## config.mk

```make
export PLATFORM = sky130hd
export DESIGN_NAME = swbs_sequencer
export DESIGN_NICKNAME = d
export VERILOG_FILES = /design/src/shared/swbs_pkg.sv /design/src/hdl/swbs_sequencer.sv
export VERILOG_INCLUDE_DIRS = /design/src /design/src/shared
export SDC_FILE = /design/constraint.sdc
export NUM_CORES = 1
export LEC_CHECK = 0
export BUFFER_PORTS_ARGS = -buffer_cell sky130_fd_sc_hd__buf_2
export CAP_MARGIN = 40
export CORE_MARGIN = 4
export CORE_UTILIZATION = 53
export CTS_CLUSTER_DIAMETER = 50
export DETAILED_ROUTE_END_ITERATION = 8
export GPL_TIMING_DRIVEN = 0
export PLACE_DENSITY = 0.81
export SLEW_MARGIN = 20
export SYNTH_ARGS = -nofsm -noshare
export SYNTH_HDL_FRONTEND = slang
export SYNTH_SLANG_ARGS = --single-unit
```

## constraint.sdc

```tcl
create_clock -name clk -period 3.3 [get_ports clk]
set_input_delay 0 -clock clk [delete_from_list [all_inputs] [get_ports clk]]
set_output_delay 0 -clock clk [all_outputs]
set_load 0.02 [all_outputs]
```

## src/shared/swbs_cfg.svh

```systemverilog
// Constants for the standby, wake and boot sequencer
`ifndef SWBS_CFG_SVH
`define SWBS_CFG_SVH

`define SWBS_CLK_MHZ 100
`define SWBS_GPIO_W 9
`define SWBS_RRAM_BYTES 8
`define SWBS_RRAM_AW 3
`define SWBS_CODE_KB 4
`define SWBS_CODE_AW 12
`define SWBS_BOOT_FIXED_US 2000
`define SWBS_BOOT_PER_KB_US 3600
`define SWBS_BOOT_FIXED_CYC (`SWBS_BOOT_FIXED_US * `SWBS_CLK_MHZ)
`define SWBS_BOOT_PER_KB_CYC (`SWBS_BOOT_PER_KB_US * `SWBS_CLK_MHZ)
`define SWBS_KB_BYTES 1024
`define SWBS_DIV_MAX_LOG2 7
`define SWBS_DIV_SEL_W 3
`define SWBS_NUM_PERIPH 8
`define SWBS_FCNT_W 24
`define SWBS_SLEEP_W 32

`endif

```

## src/shared/swbs_pkg.sv

```systemverilog
// Types for the standby, wake and boot sequencer
package swbs_pkg;
	typedef enum logic [2:0] {
		SWBS_POR,
		SWBS_STANDBY,
		SWBS_BOOT_FIXED,
		SWBS_BOOT_COPY,
		SWBS_RUN
	} swbs_state_e;

	typedef struct packed {
		logic req;
		logic [11:0] addr;
	} swbs_otp_req_s;

	typedef struct packed {
		logic we;
		logic [11:0] addr;
		logic [7:0] data;
	} swbs_code_wr_s;

	typedef struct packed {
		logic lp_osc_en;
		logic xtal_en;
		logic carrier_en;
		logic divider_en;
		logic pa_en;
		logic bandgap_en;
		logic rtc_tmr_clk_en;
	} swbs_power_s;
endpackage

```

## src/hdl/swbs_sequencer.sv

```systemverilog
// Standby, wake and boot-copy sequencer with clock and power policy
`timescale 1ns/100ps
`include "swbs_cfg.svh"

// Behaviour
// (RL1) After power-up go straight to standby; run no program.
// (RL2) In standby power everything down except the 8-byte retained RAM.
// (RL3) A falling edge on any general-purpose pin wakes from standby.
// (RL4) A sleep-timer expiry also wakes the device periodically.
// (RL5) On wake, copy one-time memory into the 4 kB code RAM.
// (RL6) Copy runs on every wake; lasts 2 ms plus 3.6 ms per kB.
// (RL7) MCU runs from RAM only after the copy finishes.
// (RL8) The 24 MHz low-power oscillator clocks the MCU; off only in standby. The boot cycle counts here assume a 100 MHz clock.
// (RL9) System clock divides the oscillator by a power of two up to 128.
// (RL10) Real-time clock and timers two and three use the low-power oscillator.
// (RL11) Crystal, if enabled, runs only before transmission, then shuts down.
// (RL12) A frequency counter measures ratios between clock sources.
// (RL13) Power-on reset puts the whole chip in a known state.
// (RL14) Software may shut down any single peripheral or all of them.
// (RL15) Serializer schedules carrier, divider and amplifier power during transmit.
// (RL16) Bandgap may be shut down while analog blocks are unused.
// (RL17) MCU held in reset from wake until copy ends; wake ignored meanwhile.
module swbs_sequencer
	import swbs_pkg::*;
#(
	parameter int unsigned BOOT_FIXED_CYC = `SWBS_BOOT_FIXED_CYC,
	parameter int unsigned BOOT_PER_KB_CYC = `SWBS_BOOT_PER_KB_CYC,
	parameter int unsigned BOOT_KB = `SWBS_CODE_KB
) (
	input wire logic clk,
	input wire logic rstn,
	input wire logic [`SWBS_GPIO_W-1:0] gpio_in,
	input wire logic [`SWBS_SLEEP_W-1:0] sleep_period,
	input wire logic sleep_enable,
	input wire logic standby_req,
	input wire logic [7:0] otp_data,
	input wire logic [`SWBS_DIV_SEL_W-1:0] sysclk_div_sel,
	input wire logic xtal_use,
	input wire logic tx_prepare,
	input wire logic serializer_carrier_on,
	input wire logic serializer_divider_on,
	input wire logic serializer_pa_on,
	input wire logic analog_in_use,
	input wire logic [`SWBS_NUM_PERIPH-1:0] periph_shutdown,
	input wire logic shutdown_all,
	input wire logic fcnt_start,
	input wire logic fcnt_ref_tick,
	input wire logic fcnt_meas_tick,
	input wire logic [15:0] fcnt_ref_len,
	input wire logic rram_we,
	input wire logic [`SWBS_RRAM_AW-1:0] rram_addr,
	input wire logic [7:0] rram_wdata,
	output logic [7:0] rram_rdata,
	output swbs_otp_req_s otp_req,
	output swbs_code_wr_s code_wr,
	output logic mcu_reset_n,
	output logic boot_busy,
	output logic in_standby,
	output logic sysclk_tick,
	output swbs_power_s power,
	output logic [`SWBS_NUM_PERIPH-1:0] periph_en,
	output logic [`SWBS_FCNT_W-1:0] fcnt_result,
	output logic fcnt_done
);
	typedef struct packed {
		swbs_state_e st;
		logic [`SWBS_GPIO_W-1:0] gpio_prev;
		logic [`SWBS_SLEEP_W-1:0] sleep_cnt;
		logic [31:0] boot_cnt;
		logic [11:0] copy_addr;
		logic rd_pending;
		logic [11:0] rd_addr;
		logic [7:0] div_cnt;
		logic sys_tick;
		swbs_otp_req_s otp;
		swbs_code_wr_s wr;
		logic xtal_on;
		logic fc_run;
		logic [15:0] fc_ref;
		logic [`SWBS_FCNT_W-1:0] fc_meas;
		logic [`SWBS_FCNT_W-1:0] fc_res;
		logic fc_done;
	} swbs_core_s;

	localparam logic [31:0] PER_BYTE_CYC = 32'(BOOT_PER_KB_CYC / `SWBS_KB_BYTES);
	localparam logic [11:0] LAST_ADDR = 12'(BOOT_KB * `SWBS_KB_BYTES - 1);
	localparam logic [31:0] FIXED_LAST = 32'(BOOT_FIXED_CYC - 1);

	swbs_core_s r;
	swbs_core_s next_r;
	logic [7:0] rram [`SWBS_RRAM_BYTES];
	logic wake_pin;
	logic wake_timer;
	logic [7:0] div_last;
	logic active;

	// Retained RAM keeps contents through standby; only power-on reset clears it
	always_ff @(posedge clk or negedge rstn) begin
		if (!rstn) begin
			for (int i = 0; i < `SWBS_RRAM_BYTES; i++) begin
				rram[i] <= 8'h00;
			end
		end else if (rram_we && r.st == SWBS_RUN) begin
			rram[rram_addr] <= rram_wdata; // RL2
		end
	end

	always_comb begin
		wake_pin = |(r.gpio_prev & ~gpio_in); // RL3
		wake_timer = sleep_enable && (sleep_period != 32'h0000_0000) && (r.sleep_cnt >= sleep_period - 32'h0000_0001); // RL4
		div_last = 8'((9'h001 << sysclk_div_sel) - 9'h001); // RL9
		active = (r.st != SWBS_POR) && (r.st != SWBS_STANDBY);
	end

	always_comb begin
		next_r = r;
		next_r.gpio_prev = gpio_in;
		next_r.otp.req = 1'b0;
		next_r.wr.we = 1'b0;
		next_r.sys_tick = 1'b0;
		next_r.fc_done = 1'b0;
		case (r.st)
			SWBS_POR: begin
				next_r.st = SWBS_STANDBY; // RL1
				next_r.sleep_cnt = 32'h0000_0000;
			end
			SWBS_STANDBY: begin
				next_r.sleep_cnt = sleep_enable ? r.sleep_cnt + 32'h0000_0001 : 32'h0000_0000;
				if (wake_pin || wake_timer) begin
					next_r.st = SWBS_BOOT_FIXED; // RL3 RL4 RL17
					next_r.sleep_cnt = 32'h0000_0000;
					next_r.boot_cnt = 32'h0000_0000;
					next_r.copy_addr = 12'h000;
					next_r.rd_pending = 1'b0;
				end
			end
			SWBS_BOOT_FIXED: begin
				next_r.boot_cnt = r.boot_cnt + 32'h0000_0001; // RL6
				if (r.boot_cnt >= FIXED_LAST) begin
					next_r.st = SWBS_BOOT_COPY;
					next_r.boot_cnt = 32'h0000_0000;
				end
			end
			SWBS_BOOT_COPY: begin
				// One byte per pacing slot keeps the copy at 3.6 ms per kB
				next_r.boot_cnt = r.boot_cnt + 32'h0000_0001; // RL6
				if (r.boot_cnt == 32'h0000_0000) begin
					next_r.otp.req = 1'b1; // RL5
					next_r.otp.addr = r.copy_addr;
					next_r.rd_addr = r.copy_addr;
					next_r.rd_pending = 1'b1;
				end
				if (r.rd_pending && r.otp.req == 1'b0) begin
					next_r.wr.we = 1'b1; // RL5
					next_r.wr.addr = r.rd_addr;
					next_r.wr.data = otp_data;
					next_r.rd_pending = 1'b0;
				end
				if (r.boot_cnt >= PER_BYTE_CYC - 32'h0000_0001) begin
					next_r.boot_cnt = 32'h0000_0000;
					if (r.copy_addr == LAST_ADDR) begin
						next_r.st = SWBS_RUN; // RL7 RL17
					end else begin
						next_r.copy_addr = r.copy_addr + 12'h001;
					end
				end
			end
			SWBS_RUN: begin
				if (standby_req) begin
					next_r.st = SWBS_STANDBY; // RL2
					next_r.sleep_cnt = 32'h0000_0000;
				end
			end
			default: begin
				next_r.st = SWBS_STANDBY;
			end
		endcase

		// System clock tick from the low-power oscillator divider
		if (r.st == SWBS_RUN) begin
			if (r.div_cnt >= div_last) begin
				next_r.div_cnt = 8'h00;
				next_r.sys_tick = 1'b1; // RL9
			end else begin
				next_r.div_cnt = r.div_cnt + 8'h01;
			end
		end else begin
			next_r.div_cnt = 8'h00;
		end

		// Crystal runs only while preparing a transmission
		next_r.xtal_on = (r.st == SWBS_RUN) && xtal_use && tx_prepare; // RL11

		// Counts measured edges over a fixed number of reference edges
		if (r.st != SWBS_RUN) begin
			next_r.fc_run = 1'b0;
		end else if (fcnt_start && !r.fc_run) begin
			next_r.fc_run = 1'b1; // RL12
			next_r.fc_ref = 16'h0000;
			next_r.fc_meas = '0;
		end else if (r.fc_run) begin
			if (fcnt_meas_tick) begin
				next_r.fc_meas = r.fc_meas + 24'h00_0001;
			end
			if (fcnt_ref_tick) begin
				next_r.fc_ref = r.fc_ref + 16'h0001;
				if (r.fc_ref + 16'h0001 >= fcnt_ref_len) begin
					next_r.fc_run = 1'b0; // RL12
					next_r.fc_done = 1'b1;
					next_r.fc_res = fcnt_meas_tick ? r.fc_meas + 24'h00_0001 : r.fc_meas;
				end
			end
		end
	end

	always_ff @(posedge clk or negedge rstn) begin
		if (!rstn) begin
			r <= '{st: SWBS_POR, default: '0}; // RL13
		end else begin
			r <= next_r;
		end
	end

	always_comb begin
		rram_rdata = rram[rram_addr];
		otp_req = r.otp;
		code_wr = r.wr;
		mcu_reset_n = (r.st == SWBS_RUN); // RL7 RL17
		boot_busy = (r.st == SWBS_BOOT_FIXED) || (r.st == SWBS_BOOT_COPY);
		in_standby = (r.st == SWBS_STANDBY) || (r.st == SWBS_POR); // RL2
		sysclk_tick = r.sys_tick;
		power.lp_osc_en = active; // RL8
		power.rtc_tmr_clk_en = (r.st == SWBS_RUN); // RL10
		// Registered crystal request lags the state by one edge; gate it so standby stays dark
		power.xtal_en = r.xtal_on && (r.st == SWBS_RUN); // RL11 RL2
		power.carrier_en = (r.st == SWBS_RUN) && (serializer_carrier_on || r.xtal_on); // RL15
		power.divider_en = (r.st == SWBS_RUN) && serializer_divider_on; // RL15
		power.pa_en = (r.st == SWBS_RUN) && serializer_pa_on; // RL15
		power.bandgap_en = active && (analog_in_use || boot_busy); // RL16
		fcnt_result = r.fc_res;
		fcnt_done = r.fc_done;
	end

	generate
		for (genvar g = 0; g < `SWBS_NUM_PERIPH; g++) begin : g_periph
			assign periph_en[g] = (r.st == SWBS_RUN) && !shutdown_all && !periph_shutdown[g]; // RL14
		end
	endgenerate
endmodule

```

==> flow_metrics.tcl, run 1 <==
set metrics [dict create \
    synth_edf_count 0 \
    status "finished with violations" \
    leakagePower_nw 9.10 \
    grt_setup_unrepaired "yes" \
    synth_area_mm2 0.0150 \
    place.port_buffers 186 \
    cp_slowest_cell "dfrtp_1" \
    crit_fanout 6 \
    fin_crit_sh 1.01 \
    wire_per_inst_um 17.4 \
    antenna_found_initial 1 \
    critPathBufInv 2 \
    finalSetupTns_ps -520 \
    start_kind "flip-flop" \
    clock_sinks 263 \
    fin_area_mm2 0.0186 \
    root_buffer "clkbuf_16" \
    fillers 2026 \
    rr_endpoint "fcnt_result[8]$_DFFE_PN0P_" \
    synthDistinctLibCells 72 \
    die_h_um 176 \
    ir_worst_vdd_v 0.000329 \
    max_stage_delay_ps 360 \
    start_util 0.539 \
    setup_ws_ps -45.6 \
    timing.rr.start "r[49]$_DFFE_PN0P_" \
    synth_warnings 0 \
    vias 12800 \
    synth.top_cells.by_area "dfrtp_1, mux2_2, ha_1" \
    ios 188 \
    synth.largest_area_cell "dfrtp_1" \
    htree_levels 2 \
    die_x_um 176 \
    fmax_mhz 299 \
    cts_tree "done" \
    place_congestion 0.909 \
    r2r_cells 15 \
    layout.nets 1962 \
    synthCells 1497 \
    crit_required_ps 3680 \
    drt_pass1_iterations 5 \
    hold_ws_ps 28.7 \
    grt_pass1_vias 12600 \
    finalWirelength_mm 38.2 \
    setup_viol 23 \
    drive_gt1_frac 0.297 \
    power_density_mw_per_mm2 566 \
    overflow 0 \
    netlist_top_cells_count "dfrtp_1, nand2_1, mux2_2" \
    hp-class "in -> async" \
    syn2layout_area_growth_pct 23.8 \
    path_cells "buf_4, nand4_1, nor3_2, and2_4, and3_4, and3_4, xor2_2, ha_1, and4_4, o311ai_2, o21ai_2, a211oi_4, nor2_4, buf_6, mux2_2" \
    path_clk_slew_ps 60 \
    cp_top_family "simple AND/OR/NAND/NOR gates" \
    worst_setup_path_end_kind "flip-flop" \
    critical_path_class "reg -> reg" \
    yosys_most_used_dff "dfrtp_1" \
    regToRegSetupSlack_ps -50 \
    failed_checks "setup timing" \
    maxCapViolations 0 \
    cts_made_buffers 34 \
    hpwl_mm 25.3 \
    clock_skew_ps 24.0 \
    grt_pass1_wl_mm 60.8 \
    path_common_cell "and3_4" \
    cts_buffer_depth 3 \
    syn_nets 1664 \
    synth_seq_cells 263 \
    first_iter_violations 1054 \
    post_dp_cell_area_mm2 0.0165 \
    core_mm2 0.0279 \
    finalHoldViolCount 0 \
    route.detailed.drc 0 \
    viasPerCell 5.81 \
    cp.arrival_ps 3720 \
    grt_usage 0.233 \
    clk_latency_ps 510 \
    yosysTopAreaCellShare 0.438 \
    row_count 61 \
    dieArea_mm2 0.0311 \
    worstMarginPinSlew_ps 841 \
    relSlewSlack 0.439 \
    yosysMostFrequentCell "dfrtp_1" \
    report.final.slew_viol_count 0 \
    synthArstFlopShare 1.00 \
    avgSynthCellArea_um2 10.0 \
    grt_max_degree 84 \
    ant_nets 0 \
    min_period_ps 3350 \
    synth_seq_area_share 0.438 \
]
-- through the flow --
| step | setup slack [ps] | utilization | total power, mW | cells |
|---|---|---|---|---|
| finish | -45.6 | 0.667 | 10.5 | 2197 |
| global route | -156 | 0.667 | 11.0 | 2196 |
| CTS | 13.5 | 0.653 | 10.5 | 2171 |
| detailed placement | -983 | 0.593 | 6.72 | 2065 |
| global placement | -2410 | 0.590 | 6.58 | 2061 |
| floorplan | -21.8 | - | 5.84 | 1497 |
-- kinds of logic after synthesis --
family,synth area share
other,0.000250
AO/OA/AOI/OAI,0.110
adder cells (fa/ha/maj),0.0542
XOR/XNOR,0.0432
flip-flops,0.438
AND/OR/NAND/NOR,0.186
buffers and inverters,0.0571
multiplexers,0.111
-- layout make-up --
| class | count | area [um^2] | share of cell area |
|---|---|---|---|
| antenna | 1 | 2.50 | 0.000135 |
| sequential | 263 | 6580 | 0.354 |
| multi-input combinational | 1076 | 7830 | 0.421 |
| inverter | 43 | 161 | 0.00868 |
| clock buffer | 45 | 996 | 0.0536 |
| buffer | 115 | 718 | 0.0386 |
| timing repair buffer | 262 | 1690 | 0.0907 |
| tap | 378 | 473 | 0.0254 |
| clock inverter | 14 | 136 | 0.00734 |
-- worst reg2reg max path, stage by stage, from the launching register on --
cell and delay [ps]:
dfrtp_1 360, buf_4 120, nand4_1 160, nor3_2 260, and2_4 190, and3_4 210
and3_4 200, xor2_2 70, ha_1 330, and4_4 230, o311ai_2 120, o21ai_2 100
a211oi_4 80, nor2_4 270, buf_6 180, mux2_2 340
-- layer usage --
| layer | track usage | up-vias | routed length [um] |
|---|---|---|---|
| li1 | - | 5956 | - |
| met1 | 0.305 | 6210 | 15700 |
| met2 | 0.404 | 485 | 19100 |
| met3 | 0.0306 | 106 | 2260 |
| met4 | 0.0760 | 2 | 1130 |
| met5 | 0 | - | 13 |
-- worst max-delay path by stage --
stage                     slack, ps                    endpoint               from  cells after the start
final                           -50  fcnt_result[8]$_DFFE_PN0P_  r[49]$_DFFE_PN0P_                     15
after global routing           -160  fcnt_result[8]$_DFFE_PN0P_  r[49]$_DFFE_PN0P_                     15
after CTS                        10  fcnt_result[8]$_DFFE_PN0P_  r[50]$_DFFE_PN0P_                     16
after detailed placement       -980          r[135]$_DFFE_PN0P_    sleep_period[2]                     17
after global placement        -2410          r[180]$_DFFE_PN0P_               rstn                      1
after floorplan                 -20          r[123]$_DFFE_PN0P_    sleep_period[2]                     14
-- power by group --
group	switching [mW]	internal (mW)
Sequential	0.310	3.68
Combinational	1.62	1.24
Clock	1.44	2.23
-- flip-flops by register name, summed over array words and instances, names as in the netlist --
signal / count
otp_req: 13
sysclk_tick: 1
rram: 64
code_wr: 21
r: 139
fcnt_done: 1
fcnt_result: 24
-- placed cells by master (no fill, tap or decap), types with 31 or more instances in the layout --
master / synthesis / final
buf_2: 7 / 189
a21oi_1: 41 / 37
buf_4: 64 / 102
clkbuf_16: 0 / 37
ha_1: 65 / 64
and3_1: 37 / 33
nand2_1: 130 / 128
o21ai_0: 57 / 56
mux2_2: 118 / 117
nand3_1: 74 / 72
dlygate4sd3_1: 0 / 31
nor2_1: 107 / 105
xnor2_1: 39 / 37
dfrtp_1: 263 / 263
nor3_1: 36 / 33
xor2_1: 35 / 34
clkbuf_1: 41 / 44
inv_1: 42 / 42
-- timing repair --
action | 4_1_cts | 5_1_grt
hold endpoints to repair | 201 | 0
gates resized for setup | 26 | 38
pin swaps | 8 | 23
gates cloned | 2 | 0
hold buffers | 32 | 0
endpoints found under the setup margin | 105 | 103
setup buffers | 13 | 23
(Power assumes the default switching activity.)
==> inputs of run 2 (changes only) <==
Settings changed: CELL_PAD_IN_SITES_DETAIL_PLACEMENT set to 2, CELL_PAD_IN_SITES_GLOBAL_PLACEMENT set to 2, CORE_UTILIZATION 53 to 28, PLACE_DENSITY 0.81 to 0.69, SETUP_SLACK_MARGIN set to 0.5.
==> flow_metrics.tcl, run 2 (synthesis gave the netlist of run 1 again) <==
set metrics [dict create \
    worst_setup_path_end_kind "flip-flop" \
    wire_per_inst_um 20.8 \
    cp.arrival_ps 3770 \
    fmax_mhz 300 \
    maxCapViolations 0 \
    grt_max_degree 95 \
    route.detailed.drc 0 \
    vias 13200 \
    layout.nets 2035 \
    viasPerCell 5.08 \
    final_common_cell "dfrtp_1" \
    grt_pass1_vias 14600 \
    clock_skew_ps 18.6 \
    critical_path_class "reg -> reg" \
    syn2layout_area_growth_pct 41.2 \
    setup_viol 5 \
    first_iter_violations 514 \
    path_cells "ha_4, nand3_4, nor2_4, and3_4, and2_4, nand3_4, xnor2_2, ha_1, buf_6, buf_4, nand4_1, o21ai_2, a211oi_4, nor2_4, buf_6, buf_8, mux2_4" \
    cts_buffer_depth 3 \
    relSlewSlack 0.376 \
    finalSetupTns_ps -108 \
    ios 188 \
    start_kind "flip-flop" \
    ant_nets 0 \
    max_stage_delay_ps 410 \
    root_buffer "clkbuf_16" \
    power_switching_mw 4.24 \
    start_util 0.284 \
    sw_frac_of_total 0.330 \
    drive_gt1_frac 0.384 \
    place_congestion 0.784 \
    worstMarginPinSlew_ps 928 \
    grt_pass1_wl_mm 83.8 \
    clk_latency_ps 570 \
    dieArea_mm2 0.0574 \
    combPwrFrac 0.303 \
    fin_crit_sh 1.01 \
    cp_slowest_cell "dfrtp_2" \
    core_mm2 0.0529 \
    grt_setup_unrepaired "yes" \
    path_clk_slew_ps 50 \
    place.port_buffers 186 \
    pre_cts_ws_ps -1070 \
    hp-class "in -> reg" \
    largest_reg_flops 139 \
    hold_ws_ps 63.5 \
    drt_pass1_iterations 4 \
    setup_ws_ps -33.1 \
    cts_made_buffers 42 \
    grt_usage 0.182 \
    crit_required_ps 3740 \
    ir_worst_vdd_v 0.000306 \
    leakagePower_nw 9.99 \
    die_x_um 240 \
    pwr-share-clk 0.383 \
    regMostFlops "r" \
    fillers 5554 \
    cts_tree "done" \
    crit_fanout 5 \
    mostFrequentLayoutCells "dfrtp_1, buf_2, nand2_1" \
    antenna_found_initial 2 \
    pwr-share-seq 0.314 \
    die_h_um 240 \
    overflow 0 \
    min_period_ps 3330 \
    hpwl_mm 35.8 \
    row_count 84 \
    power_density_mw_per_mm2 605 \
    htree_levels 2 \
    report.final.slew_viol_count 0 \
    clock_sinks 263 \
    finalWirelength_mm 53.9 \
    intPower_mw 8.58 \
    failed_checks "setup timing" \
    status "finished with violations" \
    finalHoldViolCount 0 \
]
==> run 2: what timing repair did <==
item                                   CTS  global route
pin swaps                               79            72
cloned                                   9             1
endpoints found under the hold margin  285             0
buffers inserted                        57            30
hold buffers                            34             0
setup endpoints to repair              234           144
gates resized for setup                182            78
==> run 2: worst max-delay path, delay by kind of cell, from the launching register on <==
family	cells	cell delay, ps
muxes	1	290
buffers and inverters	4	550
adders and majority gates	2	460
xor gates and xnor gates	1	230
and+or+nand+nor	7	860
AOI/OAI and AO/OA	2	410
DFF	1	410
==> run 2: power groups by stage <==
stage	Clock, mW	Sequential (mW)	Combinational, mW
final	4.92	4.02	3.88
after global routing	5.21	4.08	4.18
after CTS	5.06	4.01	3.68
after detailed placement	0	4.06	2.99
after global placement	0	4.02	2.84
after floorplan	0	3.94	1.94
==> run 2: through the flow <==
stage          total power [mW]  instances   util  cell area [um^2]
2_1_floorplan              5.88       1497      -             15200
3_3_place_gp               6.86       2371  0.321             17000
3_5_place_dp               7.05       2380  0.324             17100
4_1_cts                    12.8       2558  0.388             20500
5_1_grt                    13.5       2591  0.401             21200
6_report                   12.8       2591  0.401             21200
==> run 2: area by class of cell <==
cell class / count / area (um^2) / share of cell area
Tap cell: 688 / 861 / 0.0406
Buffer: 115 / 805 / 0.0380
Multi-Input combinational cell: 1076 / 8620 / 0.407
Antenna cell: 1 / 2.50 / 0.000118
Clock buffer: 53 / 1180 / 0.0555
Clock inverter: 25 / 379 / 0.0179
Sequential cell: 263 / 6580 / 0.311
Timing Repair Buffer: 327 / 2590 / 0.122
Inverter: 43 / 176 / 0.00832
==> run 2: final timing paths <==
kind                                               end  slack (ps)                from  cells past startpoint
max in group asynchronous           r[145]$_DFFE_PN0P_        1900                rstn                      5
min reg2reg                         r[122]$_DFFE_PN0P_         470  r[122]$_DFFE_PN0P_                      1
max reg2reg                fcnt_result[18]$_DFFE_PN0P_         -30   r[49]$_DFFE_PN0P_                     17
min in group asynchronous          fcnt_done$_DFF_PN0_         550                rstn                      4
max                        fcnt_result[18]$_DFFE_PN0P_         -30   r[49]$_DFFE_PN0P_                     17
min                               rram[29]$_DFFE_PN0P_          60             rram_we                      4
==> run 2: metal layers <==
| metal | part of all wire | GRT usage | up-vias |
|---|---|---|---|
| li1 | - | - | 6100 |
| met1 | 0.44 | 0.233 | 6786 |
| met2 | 0.51 | 0.320 | 200 |
| met3 | 0.030 | 0.0274 | 71 |
| met4 | 0.023 | 0.0508 | 0 |
| met5 | 0 | 0 | - |
